--- src/slc_pkg.sv ---
// Constants and types shared by the stack limit checker.
// Behaviour
// - Stack pointer names next free word, grows upward.
// - Push uses then increments; pop decrements then uses.
// - Call pushes upper PC word with MSb zero.
// - Exception push joins status low byte to PC.
// - Limit register undefined after reset; software loads. Reset here loads LIMIT_RESET, 16'hFFFE.
// - Limit bit zero always reads zero.
// - Every stack-pointer address compared with limit.
// - Push at limit passes; next push traps.
// - Address below floor raises underflow trap.
package slc_pkg;

    // ****************************************
    // Constants
    // ****************************************
    localparam int unsigned DATA_W = 16;
    localparam int unsigned PC_W = 24;
    localparam logic [15:0] STACK_FLOOR = 16'h0800;
    localparam logic [15:0] WORD_STEP = 16'h0002;
    localparam logic [15:0] SP_RESET = 16'h0800;
    localparam logic [15:0] LIMIT_RESET = 16'hFFFE;
    localparam logic [15:0] ZERO_WORD = 16'h0000;

    // ****************************************
    // Types
    // ****************************************
    typedef enum logic [2:0] {
        OP_PUSH = 3'b000,
        OP_POP = 3'b001,
        OP_CALL = 3'b010,
        OP_EXC = 3'b011,
        OP_READ = 3'b100,
        OP_WRITE = 3'b101
    } slc_op_t;

    typedef enum logic [0:0] {
        ST_IDLE = 1'b0,
        ST_UPPER = 1'b1
    } slc_state_t;

    typedef struct packed {
        slc_state_t st;
        logic [15:0] sp;
        logic [15:0] lim;
        logic [15:0] upper;
        logic [15:0] addr;
        logic [15:0] wdata;
        logic we;
        logic re;
        logic err;
        logic ovf;
        logic unf;
    } slc_regs_t;

endpackage

--- src/slc_chk_if.sv ---
// Interface between the sequencer and the bounds comparator.
`timescale 1ns/1ps
`default_nettype none
interface slc_chk_if;
    logic [15:0] ea;
    logic [15:0] lim;
    logic over;
    logic under;
    modport seq (output ea, output lim, input over, input under);
    modport cmp (input ea, input lim, output over, output under);
endinterface
`default_nettype wire

--- src/slc_bound_cmp.sv ---
// Bounds comparator for stack effective addresses.
`timescale 1ns/1ps
`default_nettype none
module slc_bound_cmp
    import slc_pkg::*;
(
    // Clock and reset for checking.
    input wire logic clk,
    input wire logic rst_n,
    // Address and limit.
    slc_chk_if.cmp chk
);

    // ****************************************
    // Comparison
    // ****************************************
    // Above the limit is overflow; below the floor is underflow.
    assign chk.over = (chk.ea > chk.lim);
    assign chk.under = (chk.ea < STACK_FLOOR);

    // ****************************************
    // Checks
    // ****************************************
    a_cmp_limit_eq: assert property (@(posedge clk) disable iff (!rst_n)
        (chk.ea == chk.lim) |-> !chk.over)
        else $error("Address equal to limit flagged as overflow.");

    a_cmp_floor: assert property (@(posedge clk) disable iff (!rst_n)
        (chk.ea < STACK_FLOOR) |-> chk.under)
        else $error("Address below floor not flagged.");

endmodule
`default_nettype wire

--- src/flat_wrapper.sv ---
// flat-port wrapper written by rule: the top's interface ports become plain ports
module slc_bound_cmp_flat import slc_pkg::*;
  (clk, rst_n, chk_ea, chk_lim, chk_over, chk_under);
  slc_chk_if chk_i ();
  input wire logic clk;
  input wire logic rst_n;
  input wire logic [$bits(chk_i.ea)-1:0] chk_ea;
  input wire logic [$bits(chk_i.lim)-1:0] chk_lim;
  output wire logic [$bits(chk_i.over)-1:0] chk_over;
  output wire logic [$bits(chk_i.under)-1:0] chk_under;
  assign chk_i.ea = chk_ea;
  assign chk_i.lim = chk_lim;
  assign chk_over = chk_i.over;
  assign chk_under = chk_i.under;
  slc_bound_cmp u_core (.clk(clk), .rst_n(rst_n), .chk(chk_i));
endmodule
--- config.mk ---
export PLATFORM = sky130hd
export DESIGN_NAME = slc_bound_cmp_flat
export DESIGN_NICKNAME = d
export VERILOG_FILES = /design/src/slc_pkg.sv /design/src/slc_chk_if.sv /design/src/slc_bound_cmp.sv /design/src/flat_wrapper.sv
export SDC_FILE = /design/constraint.sdc
export NUM_CORES = 1
export LEC_CHECK = 0
export BUFFER_PORTS_ARGS = -buffer_cell sky130_fd_sc_hd__buf_2
export CORE_AREA = 5 5 42 44
export DETAILED_ROUTE_END_ITERATION = 10
export DIE_AREA = 0 0 47 49
export PLACE_DENSITY = 0.78
export SETUP_SLACK_MARGIN = 0.05
export SLEW_MARGIN = 10
export SYNTH_ARGS = -nofsm -noshare
export SYNTH_HDL_FRONTEND = slang
export SYNTH_SLANG_ARGS = --single-unit
--- constraint.sdc ---
create_clock -name vclk -period 2.7
set_input_delay 0.54 -clock vclk [all_inputs]
set_output_delay 0.54 -clock vclk [all_outputs]
set_load 0.03 [all_outputs]
==> results of run 1 <==
[stage by stage]
step | setup WS (ps) | area [um2]
after floorplan | 361 | 418
after global placement | 182 | 608
after detailed placement | 143 | 608
after CTS | 143 | 608
after global routing | 93.0 | 608
final | 165 | 608
[layer usage]
layer  track usage  vias to the layer above  wire length, um
li1              -                      270                -
met1        0.0913                      210              383
met2         0.176                       21              549
met3       0.00369                        0              107
met4             0                        0                0
met5             0                        -                0
[synth_stat cells]
library cell	number
ha_1	16
nor4_2	1
a21oi_1	6
a21boi_2	1
nand2_1	3
o31a_1	1
nor2b_1	1
and2_1	1
or4_1	1
a21o_1	1
a221o_1	1
nor2_1	2
o21ai_0	2
inv_1	16
nand3_1	2
nand4_1	3
[cells in the final DEF, fill, tap and decap left out]
master | netlist | routed
a21o_1 | 1 | 1
nor2_1 | 2 | 2
nand3_1 | 2 | 2
nor2b_1 | 1 | 1
a221o_1 | 1 | 1
o31a_1 | 1 | 1
or4_1 | 1 | 1
nor4_2 | 1 | 1
nand2_1 | 3 | 3
o21ai_0 | 2 | 2
and2_1 | 1 | 1
a21oi_1 | 6 | 6
nand4_1 | 3 | 3
ha_1 | 16 | 16
inv_1 | 16 | 16
a21boi_2 | 1 | 1
buf_2 | 0 | 34
[power breakdown]
| part | internal [mW] | leakage [nW] | switching (mW) | total [mW] |
|---|---|---|---|---|
| sequential | 0 | 0 | 0 | 0 |
| combinational | 0.0412 | 0.392 | 0.0388 | 0.0800 |
| clock | 0 | 0 | 0 | 0 |
[logic make-up (layout without fill, tap and decap cells)]
family,count (synthesis),in the layout,synth area share
adders and majority gates,16,16,0.479
buffers and inverters,16,50,0.144
and+or+nand+nor,14,14,0.192
AOI/OAI and AO/OA,12,12,0.186
[worst paths after layout]
path	from	endpoint	slack (ps)	depth (start not counted)
hold / removal	chk_ea[15]	chk_under	1380	3
setup / recovery	chk_lim[14]	chk_over	160	8
[cell type report]
class	instances	area [um2]	area share
repair buffers	34	170	0.280
inverters	16	60.1	0.0988
well taps	16	20.0	0.0329
multi-input cells	42	358	0.588
[worst max-delay path, delay by kind of cell]
family                     cells  cell delay [ps]
AOI/OAI and AO/OA              3              790
and+or+nand+nor                1               70
buffers and inverters          3              270
adders and majority gates      1              310
==> qor_table.md, run 1 <==
| Group | Result | Reported |
|:---|:---|:---|
| route | Number of DRC violations after detailed-routing iteration 0 | 0 |
| floorplan | Total die area | 0.00230 mm2 |
| route | Drc violations | 0 |
| timing | Slew at the pin closest to its max-slew limit | 232 ps |
| clocking | Setup Fix Bufs, Post-CTS | 0 |
| layout | Filler instances | 172 |
| global route | Global-route wire length before repair | 1.61 mm |
| yosys | Distinct cell type count after synthesis | 16 |
| floorplan | Core Region | 0.00140 mm2 |
| global route | Number of global-route vias before repair | 483 |
| yosys | Yosys warnings | 0 |
| layout | Non-filler cells in the finished layout | 108 |
| flow run | Maxcap violations | 0 |
| route | Avg Vias per Cell | 4.64 |
| clocking | Number of buffers inserted for hold repair after clock tree synthesis | 0 |
| timing | RSZ-0062 raised after global routing | false |
| floorplan | Count of standard-cell rows | 14 |
| worst setup path | Data arrival time of the worst path | 2000 ps |
| global route | Overall fraction of global-route tracks in use | 0.0849 |
| timing | Normalized max-slew margin | 0.844 |
| timing | Worst hold margin | 1380 ps |
| worst setup path | Critical path's most frequent cell | buf_2 |
| layout | Number of clock buffer instances in the layout | 0 |
| floorplan | Die height | 49 um |
| floorplan | Ports placed on the boundary | 36 |
| worst setup path | Cell type of the slowest stage on the worst timing path | a221o_1 |
| layout | Number of inserted diodes | 0 |
| layout | Sequential cell count | 0 |
| yosys | Leading cell types by total area after synthesis | ha_1 48%, inv_1 14%, a21oi_1 7.2% |
| route | Post-route ant nets | 0 |
| timing | Final setup violating endpoints | 0 |
| layout | Sequential cell area | 0 um2 |
| worst setup path | Peak per-stage delay on the critical path | 340 ps |
| yosys | Portion of the post-synthesis area used by sequential elements | 0 |
| route | Pre-Repair DR Iteration Count | 1 |
| power | Total power | 80.0 uW |
| clocking | Cts repair resizes | 0 |
| timing | Final count of pins violating max slew | 0 |
| timing | Crit share post-route | 0.939 |
| layout | Final layout net count | 144 |
| timing | Maximum clock rate | 394 MHz |
| placement | HPWL after detailed placement | 1.02 mm |
| yosys | Cell area after technology mapping | 418 um2 |
| global route | Maximum number of pins on one net before global-route repair | 4 |
| route | Total Routed Length | 1.04 mm |
| timing | Tmin final | 2540 ps |
| placement | Number of instances in the placed design | 108 |
| timing | Count of endpoints failing hold in the final timing report | 0 |
| worst setup path | Crit-path cells | buf_2, inv_1, ha_1, a21oi_1, nand2_1, a221o_1, o31a_1, buf_2 |
| floorplan | Initial Util | 0.298 |
| yosys | Post-synthesis cell count | 58 |
| status | Run status | complete, no violations |
| worst setup path | Sort of element at the end of the critical path | output pin |
| layout | Area added between synthesis and finish | 45.5% |
| layout | Final core area utilization | 0.434 |
| yosys | Nets in the synthesized netlist | 108 |
| power | Static leakage | 0.392 nW |
| placement | Total of buffers placed on input and output ports | 34 |
| global route | Number of antenna violations at the first check in global routing | 0 |
| power | Power per unit of standard cell area | 132 mW/mm2 |
| timing | TNS Setup | 0 ps |
| yosys | Top cell type by total area after synthesis | ha_1 |
| worst setup path | Classification of the worst setup path | input pin to output pin |
| power | Peak ir drop on the vdd network | 0.0515 mV |
| route | Drt wl/cell | 9.62 um |
| worst setup path | Largest fanout of any net on the critical path | 3 |
| placement | Placer congestion estimate | 0.710 |
| yosys | Average instance area after synthesis | 7.21 um2 |
| layout | Share of post-route cells with drive strength above 1 | 0.391 |
| yosys | Top cell type's share of synthesized area | 0.479 |
| floorplan | DIE WIDTH | 47 um |
| global route | Total gr overflow | 0 |
| worst setup path | Required @ worst endpoint | 2160 ps |
| route | Number of vias after detailed routing | 501 |
| worst setup path | Kind of launch point of the worst setup path | input pin |
| min path | Worst hold path type | input pin to output pin |
Power figures use the tool's default switching activity.
==> run 2: changes to the inputs <==
==> constraint.sdc (replaced) <==
create_clock -name vclk -period 2.7
set_input_delay 0.54 -clock vclk [all_inputs]
set_output_delay 0.54 -clock vclk [all_outputs]
set_load 0.02 [all_outputs]
==> run 2 against run 1 <==
Flip-flop and latch count did not move. Non-clock buffer count unchanged. Critical path type unchanged. Largest power group unchanged. Sequential share of layout area stayed put. Critical path depth unchanged. Highest routed layer unchanged.
==> qor_table.md, run 2 (synthesis results as in run 1) <==
| Group | Result | Reported |
|:---|:---|:---|
| placement | HPWL after detailed placement | 1.02 mm |
| worst setup path | Critical path's most frequent cell | buf_2 |
| timing | TNS Setup | 0 ps |
| layout | Leading cell type in the layout, fill and taps excluded | buf_2 |
| layout | Area added between synthesis and finish | 45.5% |
| floorplan | Ports placed on the boundary | 36 |
| floorplan | Initial Util | 0.298 |
| timing | Count of endpoints failing hold in the final timing report | 0 |
| floorplan | Die height | 49 um |
| layout | Sequential cell count | 0 |
| global route | Number of antenna violations at the first check in global routing | 0 |
| worst setup path | Peak per-stage delay on the critical path | 340 ps |
| power | Peak ir drop on the vdd network | 0.0536 mV |
| worst setup path | Data arrival time of the worst path | 1970 ps |
| clocking | Number of buffers inserted for hold repair after clock tree synthesis | 0 |
| floorplan | Core Region | 0.00140 mm2 |
| layout | Share of post-route cells with drive strength above 1 | 0.391 |
| min path | Worst Hold End | chk_under |
| worst setup path | Classification of the worst setup path | input pin to output pin |
| min path | Hold path startpoint | chk_ea[15] |
| global route | Maximum number of pins on one net before global-route repair | 4 |
| worst setup path | Path length in cells of the critical path | 8 |
| power | Net switching power of the design | 37.1 uW |
| min path | Worst hold path type | input pin to output pin |
| layout | Final layout net count | 144 |
| worst setup path | CP delay by family, top | compound AO/OA/AOI/OAI gates |
| layout | Number of inserted diodes | 0 |
| route | Drt wl/cell | 9.52 um |
| worst setup path | Largest fanout of any net on the critical path | 3 |
| timing | Final count of pins violating max slew | 0 |
| floorplan | Count of standard-cell rows | 14 |
| global route | Global-route wire length before repair | 1.58 mm |
| timing | Final setup violating endpoints | 0 |
| flow run | Maxcap violations | 0 |
| power | Static leakage | 0.392 nW |
| route | Avg Vias per Cell | 4.57 |
| worst setup path | Kind of launch point of the worst setup path | input pin |
| power | Clock network power share | 0 |
| layout | Filler instances | 162 |
| route | Total Routed Length | 1.03 mm |
| timing | Maximum clock rate | 399 MHz |
| global route | Overall fraction of global-route tracks in use | 0.0849 |
| worst setup path | Required @ worst endpoint | 2160 ps |
| route | Number of DRC violations after detailed-routing iteration 0 | 3 |
| floorplan | Total die area | 0.00230 mm2 |
| route | Post-route ant nets | 0 |
| timing | Normalized max-slew margin | 0.837 |
| power | Fraction of power consumed by combinational cells | 1.000 |
| route | Drc violations | 0 |
| min path | Count of cells along the worst hold path | 3 |
| worst setup path | Crit-path cells | buf_2, inv_1, ha_1, a21oi_1, nand2_1, a221o_1, o31a_1, buf_2 |
| worst setup path | Cell type of the slowest stage on the worst timing path | a221o_1 |
| worst setup path | Sort of element at the end of the critical path | output pin |
| timing | Tmin final | 2510 ps |
| global route | Total gr overflow | 0 |
| placement | Total of buffers placed on input and output ports | 34 |
| route | Pre-Repair DR Iteration Count | 4 |
| route | Number of vias after detailed routing | 494 |
| global route | Number of global-route vias before repair | 462 |
| power | Design internal power | 41.3 uW |
| clocking | Setup Fix Bufs, Post-CTS | 0 |
| placement | Placer congestion estimate | 0.713 |
| timing | Crit share post-route | 0.929 |
| power | Net switching share of the total power | 0.473 |
| power | Power per unit of standard cell area | 129 mW/mm2 |
| timing | RSZ-0062 raised after global routing | false |
| layout | Most used cells in the layout excluding fill and tap cells | 34 x buf_2, 16 x inv_1, 16 x ha_1 |
| timing | Slew at the pin closest to its max-slew limit | 242 ps |
| power | Sequential cell fraction of total power | 0 |
| worst setup path | Buf/Inv on CP | 3 |
| clocking | Cts repair resizes | 0 |
| status | Run status | complete, no violations |
| layout | Number of clock buffer instances in the layout | 0 |
| floorplan | DIE WIDTH | 47 um |
| power | Total power | 78.3 uW |
| layout | Sequential cell area | 0 um2 |
-- run 2: cell counts in the layout (fill, tap and decap cells not counted) --
Identical to the previous run, type by type.
-- run 2: power groups by stage --
stage | combinational (mW) | sequential, mW | clock (mW)
2_1_floorplan | 0.0447 | 0 | 0
3_3_place_gp | 0.0755 | 0 | 0
3_5_place_dp | 0.0798 | 0 | 0
5_1_grt | 0.0916 | 0 | 0
4_1_cts | 0.0803 | 0 | 0
6_report | 0.0783 | 0 | 0
-- run 2: cell type report --
cell class / count / area (um2) / area share
Timing Repair Buffer: 34 / 170 / 0.280
Tap cell: 16 / 20.0 / 0.0329
Inverter: 16 / 60.1 / 0.0988
Multi-Input combinational cell: 42 / 358 / 0.588
-- run 2: tightest hold or removal path: stages --
cell,delay (ps)
buf_2,90
nor2_1,40
buf_2,140
-- run 2: how the worst max path moves through the flow --
stage          slack, ps   startpoint       end
3_5_place_dp         180  chk_lim[14]  chk_over
2_1_floorplan        400  chk_lim[14]  chk_over
6_report             190  chk_lim[14]  chk_over
3_3_place_gp         200  chk_lim[14]  chk_over
4_1_cts              180  chk_lim[14]  chk_over
5_1_grt               80  chk_lim[15]  chk_over
-- run 2: through the flow --
stage / area, um2 / worst slack, ps / instances / hold WS, ps / util
after floorplan: 418 / 403 / 58 / 1160 / -
after global placement: 608 / 202 / 108 / 1350 / 0.434
after detailed placement: 608 / 178 / 108 / 1360 / 0.434
after CTS: 608 / 179 / 108 / 1360 / 0.434
after global routing: 608 / 85.0 / 108 / 1370 / 0.434
final: 608 / 193 / 108 / 1360 / 0.434
-- run 2: per-layer routing --
metal  up-vias  part of all wire  global-route usage
met1       203              0.36              0.0978
met3         0              0.12                   0
met4         0                 0                   0
met5         -                 0                   0
met2        21              0.52               0.172
li1        270                 -                   -
==> run 3: changes to the inputs <==
--- a/config.mk
+++ b/config.mk
@@ -10,6 +10,7 @@
 export DETAILED_ROUTE_END_ITERATION = 10
 export DIE_AREA = 0 0 47 49
 export PLACE_DENSITY = 0.78
+export RECOVER_POWER = 100
 export SETUP_SLACK_MARGIN = 0.05
 export SLEW_MARGIN = 10
 export SYNTH_ARGS = -nofsm -noshare
==> run 3 against run 2 <==
First-iteration DRC count unchanged. Non-clock buffer count unchanged. Core utilization down 0.089 points. Critical path type unchanged. Critical endpoint unchanged.
==> qor_table.md, run 3 (synthesis results as in run 1) <==
| Group | Result | Reported |
|:---|:---|:---|
| route | Total Routed Length | 1.03 mm |
| global route | Global-route wire length before repair | 1.58 mm |
| status | Run status | complete, no violations |
| floorplan | Core Region | 0.00140 mm2 |
| layout | Filler instances | 163 |
| timing | Maximum clock rate | 399 MHz |
| worst setup path | Cell type of the slowest stage on the worst timing path | a221o_1 |
| route | Drc violations | 0 |
| layout | Most used cells in the layout excluding fill and tap cells | 33 x buf_2, 16 x inv_1, 16 x ha_1 |
| timing | Crit share post-route | 0.929 |
| route | Number of vias after detailed routing | 494 |
| placement | Number of instances in the placed design | 108 |
| worst setup path | Critical path's most frequent cell | buf_2 |
| floorplan | Total die area | 0.00230 mm2 |
| floorplan | DIE WIDTH | 47 um |
| floorplan | Die height | 49 um |
| flow run | Maxcap violations | 0 |
| floorplan | Count of standard-cell rows | 14 |
| floorplan | Ports placed on the boundary | 36 |
| layout | Final layout net count | 144 |
| power | Peak ir drop on the vdd network | 0.0536 mV |
| layout | Finished Cell Area | 607 um2 |
| clocking | Cts repair resizes | 0 |
| timing | Tmin final | 2510 ps |
| worst setup path | Buf/Inv on CP | 3 |
| route | Drt wl/cell | 9.50 um |
| route | Post-route ant nets | 0 |
| min path | Count of cells along the worst hold path | 3 |
| min path | Worst hold path type | input pin to output pin |
| global route | Maximum number of pins on one net before global-route repair | 4 |
| layout | Number of clock buffer instances in the layout | 0 |
| placement | HPWL after detailed placement | 1.02 mm |
| worst setup path | Largest fanout of any net on the critical path | 3 |
| layout | Non-filler cells in the finished layout | 108 |
| min path | Hold path startpoint | chk_ea[15] |
| power | Total power | 78.3 uW |
| timing | TNS Setup | 0 ps |
| worst setup path | Sort of element at the end of the critical path | output pin |
| layout | Sequential cell area | 0 um2 |
| timing | Final setup violating endpoints | 0 |
| route | Number of DRC violations after detailed-routing iteration 0 | 3 |
| global route | Total gr overflow | 0 |
| timing | Worst hold margin | 1370 ps |
| placement | Setup slack after placement | 178 ps |
| worst setup path | Required @ worst endpoint | 2160 ps |
| worst setup path | Classification of the worst setup path | input pin to output pin |
| timing | Slew at the pin closest to its max-slew limit | 242 ps |
| power | Static leakage | 0.388 nW |
| worst setup path | Kind of launch point of the worst setup path | input pin |
| timing | Count of endpoints failing hold in the final timing report | 0 |
| layout | Final core area utilization | 0.433 |
| global route | Number of global-route vias before repair | 462 |
| worst setup path | Peak per-stage delay on the critical path | 340 ps |
| placement | Placer congestion estimate | 0.713 |
| layout | Number of inserted diodes | 0 |
| layout | Sequential cell count | 0 |
| global route | Number of antenna violations at the first check in global routing | 0 |
| route | Avg Vias per Cell | 4.57 |
| timing | Final count of pins violating max slew | 0 |
| power | Power per unit of standard cell area | 129 mW/mm2 |
| worst setup path | Crit-path cells | buf_2, inv_1, ha_1, a21oi_1, nand2_1, a221o_1, o31a_1, buf_2 |
| min path | Worst Hold End | chk_under |
| worst setup path | Data arrival time of the worst path | 1970 ps |
| global route | Overall fraction of global-route tracks in use | 0.0849 |
| clocking | Setup Fix Bufs, Post-CTS | 0 |
| floorplan | Initial Util | 0.298 |
| timing | Min setup slack post-route | 193 ps |
| placement | Total of buffers placed on input and output ports | 34 |
| timing | Normalized max-slew margin | 0.837 |
| layout | Area added between synthesis and finish | 45.2% |
| route | Pre-Repair DR Iteration Count | 4 |
| placement | Post-Place Cell Area | 608 um2 |
| worst setup path | CP delay by family, top | compound AO/OA/AOI/OAI gates |
| layout | Share of post-route cells with drive strength above 1 | 0.380 |
| layout | Leading cell type in the layout, fill and taps excluded | buf_2 |
| clocking | Number of buffers inserted for hold repair after clock tree synthesis | 0 |
| timing | RSZ-0062 raised after global routing | false |
==> run 3: worst max-delay path by stage <==
stage | startpoint | end | slack [ps] | cells past startpoint
final | chk_lim[14] | chk_over | 190 | 8
after global routing | chk_lim[15] | chk_over | 80 | 8
after CTS | chk_lim[14] | chk_over | 180 | 8
after detailed placement | chk_lim[14] | chk_over | 180 | 8
after global placement | chk_lim[14] | chk_over | 200 | 8
after floorplan | chk_lim[14] | chk_over | 400 | 6
==> run 3: layout make-up <==
cell class	instances	area, um2	area share
repair buffers	34	169	0.278
inverters	16	60.1	0.0990
well taps	16	20.0	0.0330
multi-input cells	42	358	0.590
==> run 3: worst min-delay path, stage by stage <==
cell and delay [ps]:
buf_2 90, nor2_1 40, clkbuf_1 150
==> run 3: metal layers <==
| layer | wire length [um] | global-route usage |
|---|---|---|
| met5 | 0 | 0 |
| met2 | 539 | 0.172 |
| met4 | 0 | 0 |
| met3 | 122 | 0 |
| met1 | 365 | 0.0978 |
==> run 3: power breakdown <==
group | switching [mW] | internal, mW
Clock | 0 | 0
Combinational | 0.0370 | 0.0412
Sequential | 0 | 0
